--- config.mk ---
export PLATFORM = sky130hd
export DESIGN_NAME = irq_flag_enable_bank
export DESIGN_NICKNAME = d
export VERILOG_FILES = /design/src/core/irq_bank_pkg.sv /design/src/core/irq_flag_enable_bank.sv
export SDC_FILE = /design/constraint.sdc
export NUM_CORES = 1
export LEC_CHECK = 0
export BUFFER_PORTS_ARGS = -buffer_cell sky130_fd_sc_hd__buf_4
export CAP_MARGIN = 20
export CORE_MARGIN = 10
export CORE_UTILIZATION = 40
export CTS_CLUSTER_SIZE = 14
export DETAILED_ROUTE_END_ITERATION = 8
export PLACE_DENSITY = 0.68
export REMOVE_ABC_BUFFERS = 1
export SLEW_MARGIN = 30
export SYNTH_ARGS = -nofsm -noshare
export SYNTH_HDL_FRONTEND = slang
export SYNTH_SLANG_ARGS = --single-unit
--- constraint.sdc ---
create_clock -name clk -period 5.6 [get_ports clk]
set_input_delay 0 -clock clk [delete_from_list [all_inputs] [get_ports clk]]
set_output_delay 0 -clock clk [all_outputs]
set_load 0.02 [all_outputs]
--- src/core/irq_bank_pkg.sv ---
// package: register indices, bit positions, reset values and edge encodings of the irq bank
package irq_bank_pkg;
  localparam logic [2:0] ADDR_EDGE  = 3'h0;
  localparam logic [2:0] ADDR_CTRLA = 3'h1;
  localparam logic [2:0] ADDR_CTRLB = 3'h2;
  localparam logic [2:0] ADDR_CTRLC = 3'h3;
  localparam logic [2:0] ADDR_GRPLO = 3'h4;
  localparam logic [2:0] ADDR_GRPHI = 3'h5;
  localparam logic [2:0] ADDR_ISTAT = 3'h6;
  localparam logic [2:0] ADDR_IENA  = 3'h7;

  localparam logic [7:0] RST_REG    = 8'h00;
  localparam logic [7:0] EDGE_MASK  = 8'h0f;
  localparam logic [7:0] CTRLA_MASK = 8'h7f;
  localparam logic [7:0] CTRLB_MASK = 8'hdd;

  // edge select codes
  localparam logic [1:0] EDGE_NONE = 2'h0;
  localparam logic [1:0] EDGE_RISE = 2'h1;
  localparam logic [1:0] EDGE_FALL = 2'h2;
  localparam logic [1:0] EDGE_BOTH = 2'h3;

  // bit positions
  localparam int PIN_A_SEL   = 0;
  localparam int PIN_B_SEL   = 2;
  localparam int GLOBAL_EN   = 0;
  localparam int PIN_A_EN    = 1;
  localparam int PIN_B_EN    = 2;
  localparam int USB_EN      = 3;
  localparam int PIN_A_FLAG  = 4;
  localparam int PIN_B_FLAG  = 5;
  localparam int USB_FLAG    = 6;
  localparam int LV_EN       = 0;
  localparam int G0_EN       = 2;
  localparam int G1_EN       = 3;
  localparam int LV_FLAG     = 4;
  localparam int G0_FLAG     = 6;
  localparam int G1_FLAG     = 7;
  localparam int G2_EN       = 0;
  localparam int G3_EN       = 1;
  localparam int SIM_EN      = 2;
  localparam int SP2_EN      = 3;
  localparam int G2_FLAG     = 4;
  localparam int G3_FLAG     = 5;
  localparam int SIM_FLAG    = 6;
  localparam int SP2_FLAG    = 7;
  localparam int FLAG_OFS    = 4;

  // bus-level event status bits
  localparam int NUM_SRC     = 8;
  localparam int EV_PIN_A    = 0;
  localparam int EV_PIN_B    = 1;
  localparam int EV_USB      = 2;
  localparam int EV_LV       = 3;
  localparam int EV_G0       = 4;
  localparam int EV_G1       = 5;
  localparam int EV_SIM      = 6;
  localparam int EV_SP2      = 7;
endpackage

--- src/core/irq_flag_enable_bank.sv ---
// interrupt flag, enable and edge-select bank with register port
`timescale 1ns/1ps
// Function
// - pin b trigger select at edge bits 3:2: off, rise, fall, both
// - pin a trigger select at edge bits 1:0 with the same coding
// - edge register bits 7:4 always read zero
// - hardware sets flags on events; control flags and all enables read and write, event status bits clear on a written one
// - three primary control, two group and one edge-select register
// - sources: two pins, timers, low voltage, serial module, serial port, usb
// - accepted request raises a level to suspend the processor program
// - usb flag at control a bit 6, its enable at bit 3
// - low-voltage flag at control b bit 4, enable at bit 0
// - group 1 and 0 flags at control b bits 7 and 6
// - group 0 and 1 enables at control b bits 2 and 3
// - control c: port2 flag bit 7, serial module flag bit 6, enables 3 and 2
module irq_flag_enable_bank
  import irq_bank_pkg::*;
(
  // clock and raw reset
  input  wire logic       clk,
  input  wire logic       rst_n,
  // register port
  input  wire logic [2:0] reg_addr,
  input  wire logic [7:0] reg_wdata,
  input  wire logic       reg_wr,
  input  wire logic       reg_rd,
  output logic      [7:0] reg_rdata,
  // external pins, asynchronous to clk
  input  wire logic       ext_pin_a,
  input  wire logic       ext_pin_b,
  // internal sources on clk
  input  wire logic       usb_event,
  input  wire logic       lowvolt_event,
  input  wire logic       serial_module_event,
  input  wire logic       serial_port2_event,
  input  wire logic [3:0] timer_p_match,
  input  wire logic [3:0] timer_a_match,
  // request levels
  output logic            cpu_irq_req,
  output logic            irq_out
);

  // ----------------------------------------------------------------
  // state
  // ----------------------------------------------------------------
  typedef struct packed {
    logic [1:0] pin_a_sync;
    logic [1:0] pin_b_sync;
    logic       pin_a_prev;
    logic       pin_b_prev;
    logic [7:0] edge_sel;
    logic [7:0] ctrl_a;
    logic [7:0] ctrl_b;
    logic [7:0] ctrl_c;
    logic [7:0] grp_lo;
    logic [7:0] grp_hi;
    logic [7:0] ev_stat;
    logic [7:0] ev_ena;
    logic [7:0] rdata;
    logic       cpu_irq;
    logic       irq;
  } state_t;

  state_t s_q;
  state_t s_d;
  logic [1:0] rst_sync_q;
  logic [1:0] rst_sync_d;
  logic       rst_core_n;

  // ----------------------------------------------------------------
  // helpers
  // ----------------------------------------------------------------
  function automatic logic edge_hit(input logic [1:0] sel, input logic now,
                                    input logic prev);
    logic rise;
    logic fall;
    rise = now & ~prev;
    fall = ~now & prev;
    unique case (sel)
      EDGE_NONE: edge_hit = 1'b0;
      EDGE_RISE: edge_hit = rise;
      EDGE_FALL: edge_hit = fall;
      EDGE_BOTH: edge_hit = rise | fall;
    endcase
  endfunction

  // any timer flag whose paired enable is set; flags high nibble, enables low
  function automatic logic grp_any(input logic [7:0] r);
    grp_any = |(r[7:4] & r[3:0]);
  endfunction

  // comparator matches land in the flag nibble: p match on the even bit, a match on the odd
  function automatic logic [7:0] timer_set(input logic [7:0] r, input logic [1:0] p_hit,
                                           input logic [1:0] a_hit);
    logic [7:0] t;
    t = r;
    t[FLAG_OFS]     = r[FLAG_OFS] | p_hit[0];
    t[FLAG_OFS + 1] = r[FLAG_OFS + 1] | a_hit[0];
    t[FLAG_OFS + 2] = r[FLAG_OFS + 2] | p_hit[1];
    t[FLAG_OFS + 3] = r[FLAG_OFS + 3] | a_hit[1];
    timer_set = t;
  endfunction

  // one term per source, flag and own enable; the caller applies the global enable
  function automatic logic src_pending(input logic [7:0] a, input logic [7:0] b,
                                       input logic [7:0] c);
    logic pin_a;
    logic pin_b;
    logic usb;
    logic lowvolt;
    logic grp0;
    logic grp1;
    logic grp2;
    logic grp3;
    logic sim;
    logic sp2;
    pin_a   = a[PIN_A_FLAG] & a[PIN_A_EN];
    pin_b   = a[PIN_B_FLAG] & a[PIN_B_EN];
    usb     = a[USB_FLAG] & a[USB_EN];
    lowvolt = b[LV_FLAG] & b[LV_EN];
    grp0    = b[G0_FLAG] & b[G0_EN];
    grp1    = b[G1_FLAG] & b[G1_EN];
    grp2    = c[G2_FLAG] & c[G2_EN];
    grp3    = c[G3_FLAG] & c[G3_EN];
    sim     = c[SIM_FLAG] & c[SIM_EN];
    sp2     = c[SP2_FLAG] & c[SP2_EN];
    src_pending = pin_a | pin_b | usb | lowvolt | grp0 | grp1 | grp2 | grp3 | sim | sp2;
  endfunction

  // read mux over the current register image
  function automatic logic [7:0] read_reg(input logic [2:0] addr, input state_t s);
    logic [7:0] r;
    r = RST_REG;
    unique case (addr)
      ADDR_EDGE:  r = s.edge_sel;
      ADDR_CTRLA: r = s.ctrl_a;
      ADDR_CTRLB: r = s.ctrl_b;
      ADDR_CTRLC: r = s.ctrl_c;
      ADDR_GRPLO: r = s.grp_lo;
      ADDR_GRPHI: r = s.grp_hi;
      ADDR_ISTAT: r = s.ev_stat;
      ADDR_IENA:  r = s.ev_ena;
    endcase
    read_reg = r;
  endfunction

  // ----------------------------------------------------------------
  // next state
  // ----------------------------------------------------------------
  always_comb begin
    logic [NUM_SRC-1:0] ev;
    logic [7:0]         a;
    logic [7:0]         b;
    logic [7:0]         c;
    logic [7:0]         lo;
    logic [7:0]         hi;
    logic               hit_a;
    logic               hit_b;
    logic               pend;
    s_d   = s_q;
    ev    = '0;
    hit_a = 1'b0;
    hit_b = 1'b0;
    pend  = 1'b0;

    // ----------------------------------------------------------------
    // pin synchronisers and edge detection
    // ----------------------------------------------------------------
    s_d.pin_a_sync = {s_q.pin_a_sync[0], ext_pin_a};
    s_d.pin_b_sync = {s_q.pin_b_sync[0], ext_pin_b};
    s_d.pin_a_prev = s_q.pin_a_sync[1];
    s_d.pin_b_prev = s_q.pin_b_sync[1];
    hit_a = edge_hit(s_q.edge_sel[PIN_A_SEL+:2], s_q.pin_a_sync[1], s_q.pin_a_prev);
    hit_b = edge_hit(s_q.edge_sel[PIN_B_SEL+:2], s_q.pin_b_sync[1], s_q.pin_b_prev);

    // ----------------------------------------------------------------
    // software writes
    // ----------------------------------------------------------------
    // software writes first, hardware sets after so a same-cycle event wins
    a  = s_q.ctrl_a;
    b  = s_q.ctrl_b;
    c  = s_q.ctrl_c;
    lo = s_q.grp_lo;
    hi = s_q.grp_hi;
    if (reg_wr) begin
      unique case (reg_addr)
        ADDR_EDGE:  s_d.edge_sel = reg_wdata & EDGE_MASK;
        ADDR_CTRLA: a = reg_wdata & CTRLA_MASK;
        ADDR_CTRLB: b = reg_wdata & CTRLB_MASK;
        ADDR_CTRLC: c = reg_wdata;
        ADDR_GRPLO: lo = reg_wdata;
        ADDR_GRPHI: hi = reg_wdata;
        ADDR_ISTAT: ;
        ADDR_IENA:  s_d.ev_ena = reg_wdata;
      endcase
    end

    // ----------------------------------------------------------------
    // hardware sets
    // ----------------------------------------------------------------
    // timers 0/1 feed the low group register, timers 2/3 the high one
    lo = timer_set(lo, timer_p_match[1:0], timer_a_match[1:0]);
    hi = timer_set(hi, timer_p_match[3:2], timer_a_match[3:2]);

    // hardware sets
    ev[EV_PIN_A] = hit_a;
    ev[EV_PIN_B] = hit_b;
    ev[EV_USB]   = usb_event;
    ev[EV_LV]    = lowvolt_event;
    ev[EV_G0]    = grp_any(s_q.grp_lo) & ~s_q.ctrl_b[G0_FLAG];
    ev[EV_G1]    = grp_any(s_q.grp_hi) & ~s_q.ctrl_b[G1_FLAG];
    ev[EV_SIM]   = serial_module_event;
    ev[EV_SP2]   = serial_port2_event;

    a[PIN_A_FLAG] = a[PIN_A_FLAG] | ev[EV_PIN_A];
    a[PIN_B_FLAG] = a[PIN_B_FLAG] | ev[EV_PIN_B];
    a[USB_FLAG]   = a[USB_FLAG] | ev[EV_USB];
    b[LV_FLAG]    = b[LV_FLAG] | ev[EV_LV];
    b[G0_FLAG]    = b[G0_FLAG] | ev[EV_G0];
    b[G1_FLAG]    = b[G1_FLAG] | ev[EV_G1];
    c[SIM_FLAG]   = c[SIM_FLAG] | ev[EV_SIM];
    c[SP2_FLAG]   = c[SP2_FLAG] | ev[EV_SP2];
    s_d.ctrl_a = a;
    s_d.ctrl_b = b;
    s_d.ctrl_c = c;
    s_d.grp_lo = lo;
    s_d.grp_hi = hi;

    // ----------------------------------------------------------------
    // event status and level interrupt
    // ----------------------------------------------------------------
    // sticky event status, write-one clear; set wins over clear
    s_d.ev_stat = s_q.ev_stat;
    if (reg_wr && reg_addr == ADDR_ISTAT) begin
      s_d.ev_stat = s_q.ev_stat & ~reg_wdata;
    end
    s_d.ev_stat = s_d.ev_stat | ev;
    s_d.irq = |(s_d.ev_stat & s_d.ev_ena);

    // ----------------------------------------------------------------
    // processor request
    // ----------------------------------------------------------------
    // built from next flag values so the request rises with the flag
    pend        = src_pending(a, b, c);
    s_d.cpu_irq = pend & a[GLOBAL_EN];

    // ----------------------------------------------------------------
    // read port
    // ----------------------------------------------------------------
    // read data only in the cycle after the strobe
    s_d.rdata = RST_REG;
    if (reg_rd) begin
      s_d.rdata = read_reg(reg_addr, s_q);
    end
  end

  // ----------------------------------------------------------------
  // reset release
  // ----------------------------------------------------------------
  // raw reset asserts at once; release is retimed so that all state leaves
  // reset on the same clock edge
  assign rst_sync_d = {rst_sync_q[0], 1'b1};

  always_ff @(posedge clk or negedge rst_n) begin
    if (!rst_n) begin
      rst_sync_q <= '0;
    end else begin
      rst_sync_q <= rst_sync_d;
    end
  end

  assign rst_core_n = rst_sync_q[1];

  // ----------------------------------------------------------------
  // registers
  // ----------------------------------------------------------------
  // every field clears to zero, the reset value of all registers
  always_ff @(posedge clk or negedge rst_core_n) begin
    if (!rst_core_n) begin
      s_q <= '0;
    end else begin
      s_q <= s_d;
    end
  end

  // ----------------------------------------------------------------
  // outputs
  // ----------------------------------------------------------------
  assign reg_rdata   = s_q.rdata;
  assign cpu_irq_req = s_q.cpu_irq;
  assign irq_out     = s_q.irq;

endmodule

==> metrics.md, run 1 <==
| Metric | Value |
|---|---|
| Status | `complete, no violations` |
| Area grow syn2layout | `22.11%` |
| Routed via count | `2824` |
| Layout cells sized above 1 | `22.19%` |
| Layout Skew | `7.626 ps` |
| Initial antenna violation count | `0` |
| CORE AREA | `0.008806 mm2` |
| Post-synth top area share | `51.42%` |
| Starting Density | `41.45%` |
| Area contributors post-synth | `dfrtp_1 51%, mux2_2 8.0%, nand2_1 3.5%` |
| DRT iter0 DRCs | `246` |
| WL/cell | `18.94 um` |
| Clock buffer depth | `2` |
| Post-place setup slack | `3537 ps` |
| Routed vias/inst | `5.548` |
| Clk sink count | `75` |
| Fill count | `814` |
| First-pass GRT wire length | `15.82 mm` |
| Crit Path Max Fanout | `30` |
| Clock Latency Late Sink | `360 ps` |
| Setup Buffers After CTS | `0` |
| Crit path buf inv count | `2` |
| Final hold viol count | `0` |
| Crit start category | `input port` |
| N_diodes | `0` |
| Fin. max-slew vios | `0` |
| Final setup viols | `0` |
| Final setup margin | `3529 ps` |
| VDD IR-drop max | `0.1561 mV` |
| Vias in the first global route | `2973` |
| Synthesized instance count | `340` |
| Post-CTS resize count | `0` |
| Unrepaired setup endpoints after global routing | `false` |
| FMAX | `482.9 MHz` |
| Most frequent cells in the layout | `74 x dfrtp_1, 38 x buf_4, 34 x nand2_1, 31 x dlygate4sd3_1, 26 x mux2_2` |
| Drt drc | `0` |
| Horiz. Die Dim | `115.5 um` |
| Cell Rows | `34` |
| Die ar. | `0.01334 mm2` |
| Detail Route Antenna Nets | `0` |
| Hold_buf cts | `31` |
| Most common cell after layout, fill and taps aside | `dfrtp_1` |
| Sequential area share after synthesis | `51.42%` |
| Fin nets | `429` |
| Netlist Area Pre-Place | `0.003650 mm2` |
| Port buffer count | `38` |
| Syn avg cell area | `10.73 um2` |
| Hold_ws | `58.54 ps` |
| Post-Route WL | `9.639 mm` |
| Min cycle time layout | `2071 ps` |
| P_leak | `1.916 nW` |
| Ys flop type | `dfrtp_1` |
| HP Class | `input port to register` |
| Max-cap viol count | `0` |
| Yosys top cell by area | `dfrtp_1` |
| H-tree level count | `3` |
| Slowest CP cell | `nor3b_4` |
| Die Y-Extent | `115.5 um` |
| Post-synth EDFFs | `0` |
| CP dominant cell by count | `nor2b_1` |
| Worst Tran Pin Value | `672.9 ps` |
| Library cells used by synthesis | `48` |
| Total track usage | `15.25%` |
| Pin count of the biggest net entering global routing | `74` |
| CP endpoint kind | `register` |
| Synth warn | `0` |
| Fraction of registers with async set/reset | `100.0%` |
| CP Class | `input port to register` |
| Root Buffer | `clkbuf_8` |
| Period utilization | `36.98%` |
| GRT overflow | `0` |
| TritonCTS clock tree | `built` |
| CP peak stage delay | `630 ps` |
| Inserted Clock Buffers | `9` |
| Max_slew headroom | `55.14%` |
| Critical path's top delay family | `simple AND/OR/NAND/NOR gates` |
| Seq cells post-synth | `75` |
| 1st-pass router iterations | `4` |
| Gpl congestion | `0.8792` |
| CP Cell Sequence | `buf_4 > nor2b_1 > nor3b_4 > nor2b_1 > a211o_1 > dlygate4sd3_1` |
| Clock-pin slew on the worst setup and hold paths | `80 ps` |
| DP Wirelength | `6.792 mm` |
| CP arrival | `2320 ps` |
| PwrDens | `315.0 mW/mm2` |
| I/O pin total | `39` |
| Worst EP required | `5850 ps` |
| TNS Setup | `0 ps` |
-- logic make-up (layout without fill, tap and decap cells) --
group,after synthesis,in the layout,synth area share [%]
AO/OA/AOI/OAI,94,94,17.69
AND/OR/NAND/NOR,88,88,12.51
flip-flops,75,75,51.42
buffers and inverters,42,103,5.657
multiplexers,36,36,11.24
adder cells (fa/ha/maj),4,4,1.371
other,1,1,0.1027
-- cell usage after synthesis (all sizes together) (2+ instances only) --
| master | count |
|---|---|
| a22o | 2 |
| ha | 4 |
| nand3b | 3 |
| inv | 17 |
| buf | 20 |
| dfrtp | 75 |
| a211o | 12 |
| a21oi | 15 |
| a211oi | 2 |
| a31oi | 3 |
| nand4 | 2 |
| o311a | 2 |
| nand2b | 2 |
| a221oi | 3 |
| o21ai | 23 |
| nor2b | 13 |
| clkbuf | 5 |
| nand2 | 34 |
| nor2 | 18 |
| a21o | 6 |
| o31a | 2 |
| mux2i | 8 |
| o22ai | 2 |
| o211ai | 2 |
| mux2 | 27 |
| and4bb | 2 |
| a22oi | 14 |
| nand3 | 7 |
-- flip-flops by register name, summed over array words and instances, names as in the netlist --
signal,count
irq_out,1
reg_rdata,8
cpu_irq_req,1
s_d,4
rst_sync_q,2
s_q,59
-- routing by layer --
metal	wire length [um]	track usage [%]	vias to the layer above
met3	535	3.669	14
met4	145	5.743	0
met5	0	0	-
li1	-	-	1321
met1	4452	20.40	1401
met2	4505	23.42	88
-- tightest hold or removal path: stages --
cell,delay (ps)
buf_4,210
nand3_1,100
a21oi_1,60
-- stage by stage --
| stage | area (um2) | power, mW | utilization [%] | std cells |
|---|---|---|---|---|
| after floorplan | 3507 | 0.8541 | - | 315 |
| after global placement | 3936 | 0.9621 | 44.70 | 462 |
| after detailed placement | 3936 | 0.9689 | 44.70 | 462 |
| after CTS | 4447 | 1.409 | 50.50 | 509 |
| after global routing | 4457 | 1.476 | 50.61 | 509 |
| final | 4457 | 1.404 | 50.61 | 509 |
-- path summary, 6_finish.rpt --
path                                from           end  slack (ps)  cells after the start
max                          reg_addr[2]       s_q[38]        3530                      6
min                          reg_addr[1]  reg_rdata[5]          60                      3
max reg2reg                      s_d[74]   cpu_irq_req        3730                      6
min reg2reg                rst_sync_q[1]       s_q[15]         360                      1
max in group asynchronous  rst_sync_q[1]       s_q[18]        4740                      1
min in group asynchronous  rst_sync_q[1]       s_q[15]         360                      1
-- where the power goes --
group	total [mW]	leakage (nW)	internal (mW)	switching, mW
combinational	0.299	0.977	0.146	0.153
clock	0.424	0.0962	0.209	0.215
sequential	0.681	0.843	0.622	0.0590
total	1.40	1.92	0.977	0.427
-- final cells by class --
| class | instances | area, um2 | area share (%) |
|---|---|---|---|
| clock buffers | 9 | 123.9 | 2.779 |
| clock inverters | 7 | 76.32 | 1.713 |
| inverters | 17 | 63.81 | 1.432 |
| multi-input cells | 223 | 1573 | 35.29 |
| flip-flops and latches | 75 | 1878 | 42.14 |
| well taps | 108 | 135.1 | 3.032 |
| repair buffers | 70 | 606.8 | 13.62 |
Power figures use the tool's default switching activity.
==> run 2, diff against run 1 <==
Settings changed: ABC_AREA set to 1, PLACE_DENSITY 0.68 to 0.7.
Clock period 5.6 ns to 1.8 ns, I/O delays scaled along.
==> metrics.md, run 2 <==
| Metric | Value |
|---|---|
| Area grow syn2layout | `21.86%` |
| Vias in the first global route | `3113 (+4.7%)` |
| First-pass GRT wire length | `15.63 mm (-1.2%)` |
| Library cells used by synthesis | `36 (-25%)` |
| CP arrival | `1820 ps (-500 ps)` |
| Port buffer count | `38 (unchanged)` |
| Netlist Area Pre-Place | `0.003555 mm2 (-2.6%)` |
| TritonCTS clock tree | `built` |
| Crit path buf inv count | `2 (unchanged)` |
| Clock-pin slew on the worst setup and hold paths | `90 ps (about the same)` |
| Drt drc | `0 (unchanged)` |
| Worst hold start | `reg_rd` |
| GRT overflow | `0 (unchanged)` |
| Starting Density | `40.96% (-0.49 points)` |
| Min cycle time layout | `1575 ps` |
| Initial antenna violation count | `0 (unchanged)` |
| CP Class | `register to register` |
| Finished Layout Cells | `571 (+12%)` |
| CP startpoint | `s_d[75]` |
| FMAX | `635.0 MHz` |
| Detail Route Antenna Nets | `0 (unchanged)` |
| Die ar. | `0.01306 mm2 (-2.2%)` |
| Fin nets | `491 (+14%)` |
| CORE AREA | `0.008678 mm2 (-1.4%)` |
| Layout Skew | `12.32 ps (+4.690 ps)` |
| Yosys top cell by area | `dfrtp_1` |
| VDD IR-drop max | `0.5789 mV (+270%)` |
| Total track usage | `14.97% (-0.28 points)` |
| Top layer in use | `met4` |
| Routed vias/inst | `5.268 (-5.1%)` |
| CP endpoint kind | `register` |
| Layout cells sized above 1 | `17.28% (-4.9 points)` |
| Final hold viol count | `0 (unchanged)` |
| DP Wirelength | `7.037 mm (+3.6%)` |
| DRT iter0 DRCs | `243 (-1.2%)` |
| Placed Instance Area | `0.003860 mm2 (-1.9%)` |
| Util after Layout | `49.91% (-0.70 points)` |
| Post-synth top area share | `52.80% (+1.4 points)` |
| Gpl congestion | `0.8846 (+0.61%)` |
| WL/cell | `16.67 um (-12%)` |
| Root Buffer | `clkbuf_8` |
| Pin count of the biggest net entering global routing | `74 (unchanged)` |
| Setup Buffers After CTS | `0 (unchanged)` |
| Sequential area share after synthesis | `52.80% (+1.4 points)` |
| Area contributors post-synth | `dfrtp_1 53%, nand2_1 13%, o21ai_0 3.7%` |
| Horiz. Die Dim | `114.3 um (-1.1%)` |
| N_diodes | `0 (unchanged)` |
| Max-cap viol count | `0 (unchanged)` |
| Placed insts | `532 (+15%)` |
| CP dominant cell by count | `nand2_1` |
| 1st-pass router iterations | `5 (+1)` |
| H-tree level count | `3 (unchanged)` |
| I/O pin total | `39 (unchanged)` |
| Status | `complete, no violations` |
| Slowest CP cell | `dfrtp_1` |
| Most common cell after layout, fill and taps aside | `nand2_1` |
| R2r startpoint | `s_d[75]` |
| CP Cell Sequence | `ha_1 > inv_1 > nand2_1 > nand3_1 > nand2_1 > nand3_1 > nand2_1 > nand2_1 > nor2_1 > nand3_1 > nand2_1 > inv_1` |
| Crit Path Max Fanout | `3 (-90%)` |
| Commonest cells post-synth | `125 x nand2_1, 75 x dfrtp_1, 34 x inv_1, 26 x o21ai_0, 19 x o21ai_1` |
| Post-synth EDFFs | `0 (unchanged)` |
| Final setup viols | `0 (unchanged)` |
| Ys flop type | `dfrtp_1` |
| Inserted Clock Buffers | `9 (unchanged)` |
| P_leak | `2.085 nW (+8.8%)` |
| Routed via count | `3008 (+6.5%)` |
| Syn avg cell area | `8.864 um2 (-17%)` |
| M1 wire length | `4.214 mm (-5.3%)` |
| Synth warn | `0 (unchanged)` |
| Most frequent cell after synthesis | `nand2_1` |
| Cell Rows | `34 (unchanged)` |
| TNS Setup | `0 ps (unchanged)` |
| Seq cells post-synth | `75 (unchanged)` |
| Fin. max-slew vios | `0 (unchanged)` |
| Most frequent cells in the layout | `125 x nand2_1, 74 x dfrtp_1, 40 x buf_4, 34 x inv_1, 26 x o21ai_0` |
| Worst EP required | `2050 ps (-3800 ps)` |
| Reg with most FFs | `s_q` |
| Critical path's top delay family | `simple AND/OR/NAND/NOR gates` |
| PwrDens | `1044 mW/mm2 (+230%)` |
| Die Y-Extent | `114.3 um (-1.1%)` |
| Clk sink count | `75 (unchanged)` |
| Met2 Routed Length | `4.422 mm (-1.8%)` |
| CP peak stage delay | `400 ps (-230 ps)` |
| Layout Cell Area excl Fill | `0.004332 mm2 (-2.8%)` |
| Unrepaired setup endpoints after global routing | `false` |
| Clock Latency Late Sink | `350 ps (about the same)` |
| Post-Route WL | `9.518 mm (-1.3%)` |
| Synthesized instance count | `401 (+18%)` |
| Clock buffer depth | `2 (unchanged)` |
| HP Class | `input port to register` |
| Period utilization | `87.49%` |
| Crit start category | `register` |
| Fraction of registers with async set/reset | `100.0% (unchanged)` |
| WL met3 | `753 um (+41%)` |
| Number of flip-flops under the largest register name | `59 (unchanged)` |
[run 2: power breakdown]
| part | leakage, nW | internal [mW] | total [mW] | switching [mW] |
|---|---|---|---|---|
| combinational | 1.11 | 0.334 | 0.856 | 0.522 |
| sequential | 0.857 | 1.92 | 2.07 | 0.151 |
| clock | 0.113 | 0.927 | 1.59 | 0.666 |
[run 2: through the flow]
stage | worst slack (ps) | power [mW] | hold WS, ps
after floorplan | -443.3 | 2.579 | -295.6
after global placement | 251.0 | 2.886 | -217.2
after detailed placement | 217.3 | 2.916 | -215.6
after CTS | 205.7 | 4.538 | 3.292
after global routing | 50.29 | 4.726 | 46.42
final | 225.1 | 4.521 | 9.093
[run 2: timing repair]
action	CTS	global route
resized for setup	0	0
hold endpoints to repair	27	0
hold buffers	23	0
[run 2: tightest hold or removal path, cell delays in order]
cell     delay (ps)
buf_4           110
o21ai_0         120
a41oi_1          80
[run 2: worst paths after layout]
kind | end | cells past startpoint | slack, ps
max in group asynchronous | rst_sync_q[1] | 3 | 1170
worst max register to register | cpu_irq_req | 12 | 230
worst min register to register | s_d[77] | 1 | 300
min in group asynchronous | s_d[77] | 1 | 300
worst min-delay path | reg_rdata[2] | 3 | 9
worst max-delay path | cpu_irq_req | 12 | 230
[run 2: area by class of cell]
type,count,area [um2]
Sequential cell,75,1878
Timing Repair Buffer,64,550.5
Fill cell,828,4347
Clock inverter,6,113.9
Multi-Input combinational cell,269,1373
Clock buffer,10,127.6
Tap cell,108,135.1
Inverter,39,153.9
[run 2: layer usage]
layer  track usage, %  vias to the layer above
met4            4.428                        0
met1            19.83                     1448
met5                0                        -
met3            4.088                       17
met2            23.35                      113
li1                 -                     1430
[run 2: kinds of logic (layout without fill, tap and decap cells)]
group | count (synthesis) | in the layout | synth area share [%]
buffers and inverters | 57 | 119 | 8.588
flip-flops | 75 | 75 | 52.80
AND/OR/NAND/NOR | 178 | 178 | 22.67
other | 1 | 1 | 0.1055
AO/OA/AOI/OAI | 86 | 86 | 14.43
adder cells (fa/ha/maj) | 4 | 4 | 1.408
==> run 3, diff against run 2 <==
Settings changed: SKIP_CTS_REPAIR_TIMING set to 1.
Clock period 1.8 ns to 1.4 ns, I/O delays scaled along.
==> metrics.md, run 3 (synthesis results as in run 2) <==
| Metric | Value |
|---|---|
| Status | `finished, violations left` |
| Failing checks | `negative hold slack, negative setup slack` |
| I/O pin total | `39 (unchanged)` |
| Hold path cells | `3 (unchanged)` |
| 1st-pass router iterations | `5 (unchanged)` |
| Clk sink count | `75 (unchanged)` |
| R2r worst-path depth | `11 (-1)` |
| Worst EP required | `1650 ps (-400 ps)` |
| Final hold viol count | `2 (+2)` |
| VDD IR-drop max | `0.6679 mV (+15%)` |
| TNS Setup | `-152.3 ps (-152.3 ps)` |
| Post-Route WL | `9.665 mm (+1.5%)` |
| Initial antenna violation count | `0 (unchanged)` |
| Root Buffer | `clkbuf_8` |
| Gpl congestion | `0.9318 (+5.3%)` |
| WL/cell | `16.55 um (-0.72%)` |
| Horiz. Die Dim | `114.3 um (unchanged)` |
| Clock buffer depth | `2 (unchanged)` |
| Die Y-Extent | `114.3 um (unchanged)` |
| H-tree level count | `3 (unchanged)` |
| Placed Instance Area | `0.003965 mm2 (+2.7%)` |
| P_leak | `2.151 nW (+3.2%)` |
| Number of flip-flops under the largest register name | `59 (unchanged)` |
| FMAX | `673.7 MHz (+6.1%)` |
| Final setup viols | `2 (+2)` |
| Crit start category | `register` |
| Sw Share | `29.75% (+0.14 points)` |
| CP endpoint kind | `register` |
| Max-cap viol count | `0 (unchanged)` |
| Worst Tran Pin Value | `532.5 ps` |
| Layout Cell Area excl Fill | `0.004438 mm2 (+2.5%)` |
| Multi-input logic area | `0.001405 mm2 (+2.4%)` |
| Sw power | `1.707 mW (+28%)` |
| Unrepaired setup endpoints after global routing | `true` |
| Most common cell after layout, fill and taps aside | `nand2_1` |
| Routed vias/inst | `5.238 (-0.57%)` |
| Starting Density | `40.96% (unchanged)` |
| Routed via count | `3059 (+1.7%)` |
| Pin count of the biggest net entering global routing | `43 (-42%)` |
| Fill count | `843 (+1.8%)` |
| DRT iter0 DRCs | `275 (+13%)` |
| PwrDens | `1293 mW/mm2 (+24%)` |
| Sequential cell area | `0.001878 mm2 (unchanged)` |
| Total track usage | `15.08% (+0.11 points)` |
| Layout cells sized above 1 | `21.64% (+4.4 points)` |
| N_diodes | `0 (unchanged)` |
| Met2 usage | `22.63% (-0.72 points)` |
| Min cycle time layout | `1484 ps (-90.62 ps)` |
| Clock-pin slew on the worst setup and hold paths | `80 ps (about the same)` |
| Die ar. | `0.01306 mm2 (unchanged)` |
| Detail Route Antenna Nets | `0 (unchanged)` |
| Met3 GRT Util | `3.459% (-0.63 points)` |
| Reg with most FFs | `s_q` |
| Met1 Usage GRT | `20.76% (+0.94 points)` |
| Reg power frac | `46.5% (+0.7 points)` |
| Grt peak-use layer | `met2` |
| Area grow syn2layout | `24.85%` |
| Fin nets | `504 (+2.6%)` |
| Period utilization | `106.0% (+19 points)` |
| CP arrival | `1740 ps (-80 ps)` |
| Final setup margin | `-84.28 ps (-309.4 ps)` |
| Clock Latency Late Sink | `360 ps (about the same)` |
| Crit Path Max Fanout | `3 (unchanged)` |
| TritonCTS clock tree | `built` |
| Vias in the first global route | `3033 (-2.6%)` |
| Cell Rows | `34 (unchanged)` |
| CP Class | `register to register` |
| Drt drc | `0 (unchanged)` |
| Clock power share | `32.5% (-2.7 points)` |
| Layout Skew | `6.024 ps (-6.292 ps)` |
| Fin. max-slew vios | `0 (unchanged)` |
| Cell Int Power | `4.031 mW (+27%)` |
| GRT overflow | `0 (unchanged)` |
| HP Class | `input port to register` |
| Post-place setup slack | `-79.71 ps (-297.0 ps)` |
| CORE AREA | `0.008678 mm2 (unchanged)` |
| Inserted Clock Buffers | `9 (unchanged)` |
| Combinational fraction of design power | `21.1% (+2.2 points)` |
| DP Wirelength | `7.065 mm (+0.39%)` |
| Hold_ws | `-16.64 ps (-25.73 ps)` |
| Port buffer count | `38 (unchanged)` |
| Most frequent cells in the layout | `120 x nand2_1, 74 x dfrtp_1, 54 x buf_4, 34 x inv_1, 25 x o21ai_0` |
| First-pass GRT wire length | `15.49 mm (-0.88%)` |
| Max_slew headroom | `64.50%` |
## run 3: cell count changes in the layout (fill, tap and decap cells not counted), moves of 2 or more
cell           before  now
dlygate4sd3_1      23   21
nand3_2             2    6
nand2_2             1    6
nand2_1           125  120
buf_4              40   54
nand3_1            17   13
clkinvlp_4          2    0
## run 3: worst max-delay path, cell delays in order, from the launching register on
cell and delay [ps]:
dfrtp_1 400, ha_1 280, inv_1 40, nand2_1 70, nand3_2 70, nand2_2 90, buf_4 110, nand2_2 50
nand2_1 60, nand2_1 70, nor2_1 100, nand2_1 60
## run 3: worst paths after layout
| check | slack, ps | to | from |
|---|---|---|---|
| max reg2reg | -80 | irq_out | s_d[75] |
| min reg2reg | 310 | s_d[74] | rst_sync_q[1] |
| min | -20 | s_q[48] | reg_wdata[6] |
| max | -80 | irq_out | s_d[75] |
| max in group asynchronous | 680 | s_q[61] | rst_sync_q[1] |
| min in group asynchronous | 310 | s_d[74] | rst_sync_q[1] |
## run 3: final cells by class
class                      instances  share of cell area [%]
tap                              108                   3.045
sequential                        75                   42.32
multi-input combinational        269                   31.66
clock buffer                      12                   3.270
timing repair buffer              77                   14.58
clock inverter                     4                   1.663
inverter                          39                   3.468
## run 3: layer usage
metal	up-vias	part of all wire (%)
met1	1467	45
met5	-	0
met4	0	1.7
li1	1456	-
met2	121	46
met3	15	7.3
## run 3: metrics by stage
stage | power [mW] | instances | utilization (%)
2_1_floorplan | 3.316 | 383 | -
3_3_place_gp | 3.774 | 546 | 45.69
3_5_place_dp | 3.808 | 546 | 45.69
4_1_cts | 5.650 | 562 | 48.21
5_1_grt | 6.048 | 584 | 51.14
6_report | 5.738 | 584 | 51.14
## run 3: power groups by stage
stage | Clock, mW | Combinational [mW] | Sequential (mW)
finish | 1.86 | 1.21 | 2.67
global route | 2.00 | 1.35 | 2.70
CTS | 1.87 | 1.12 | 2.66
detailed placement | 0 | 1.11 | 2.70
global placement | 0 | 1.09 | 2.69
floorplan | 0 | 0.593 | 2.72
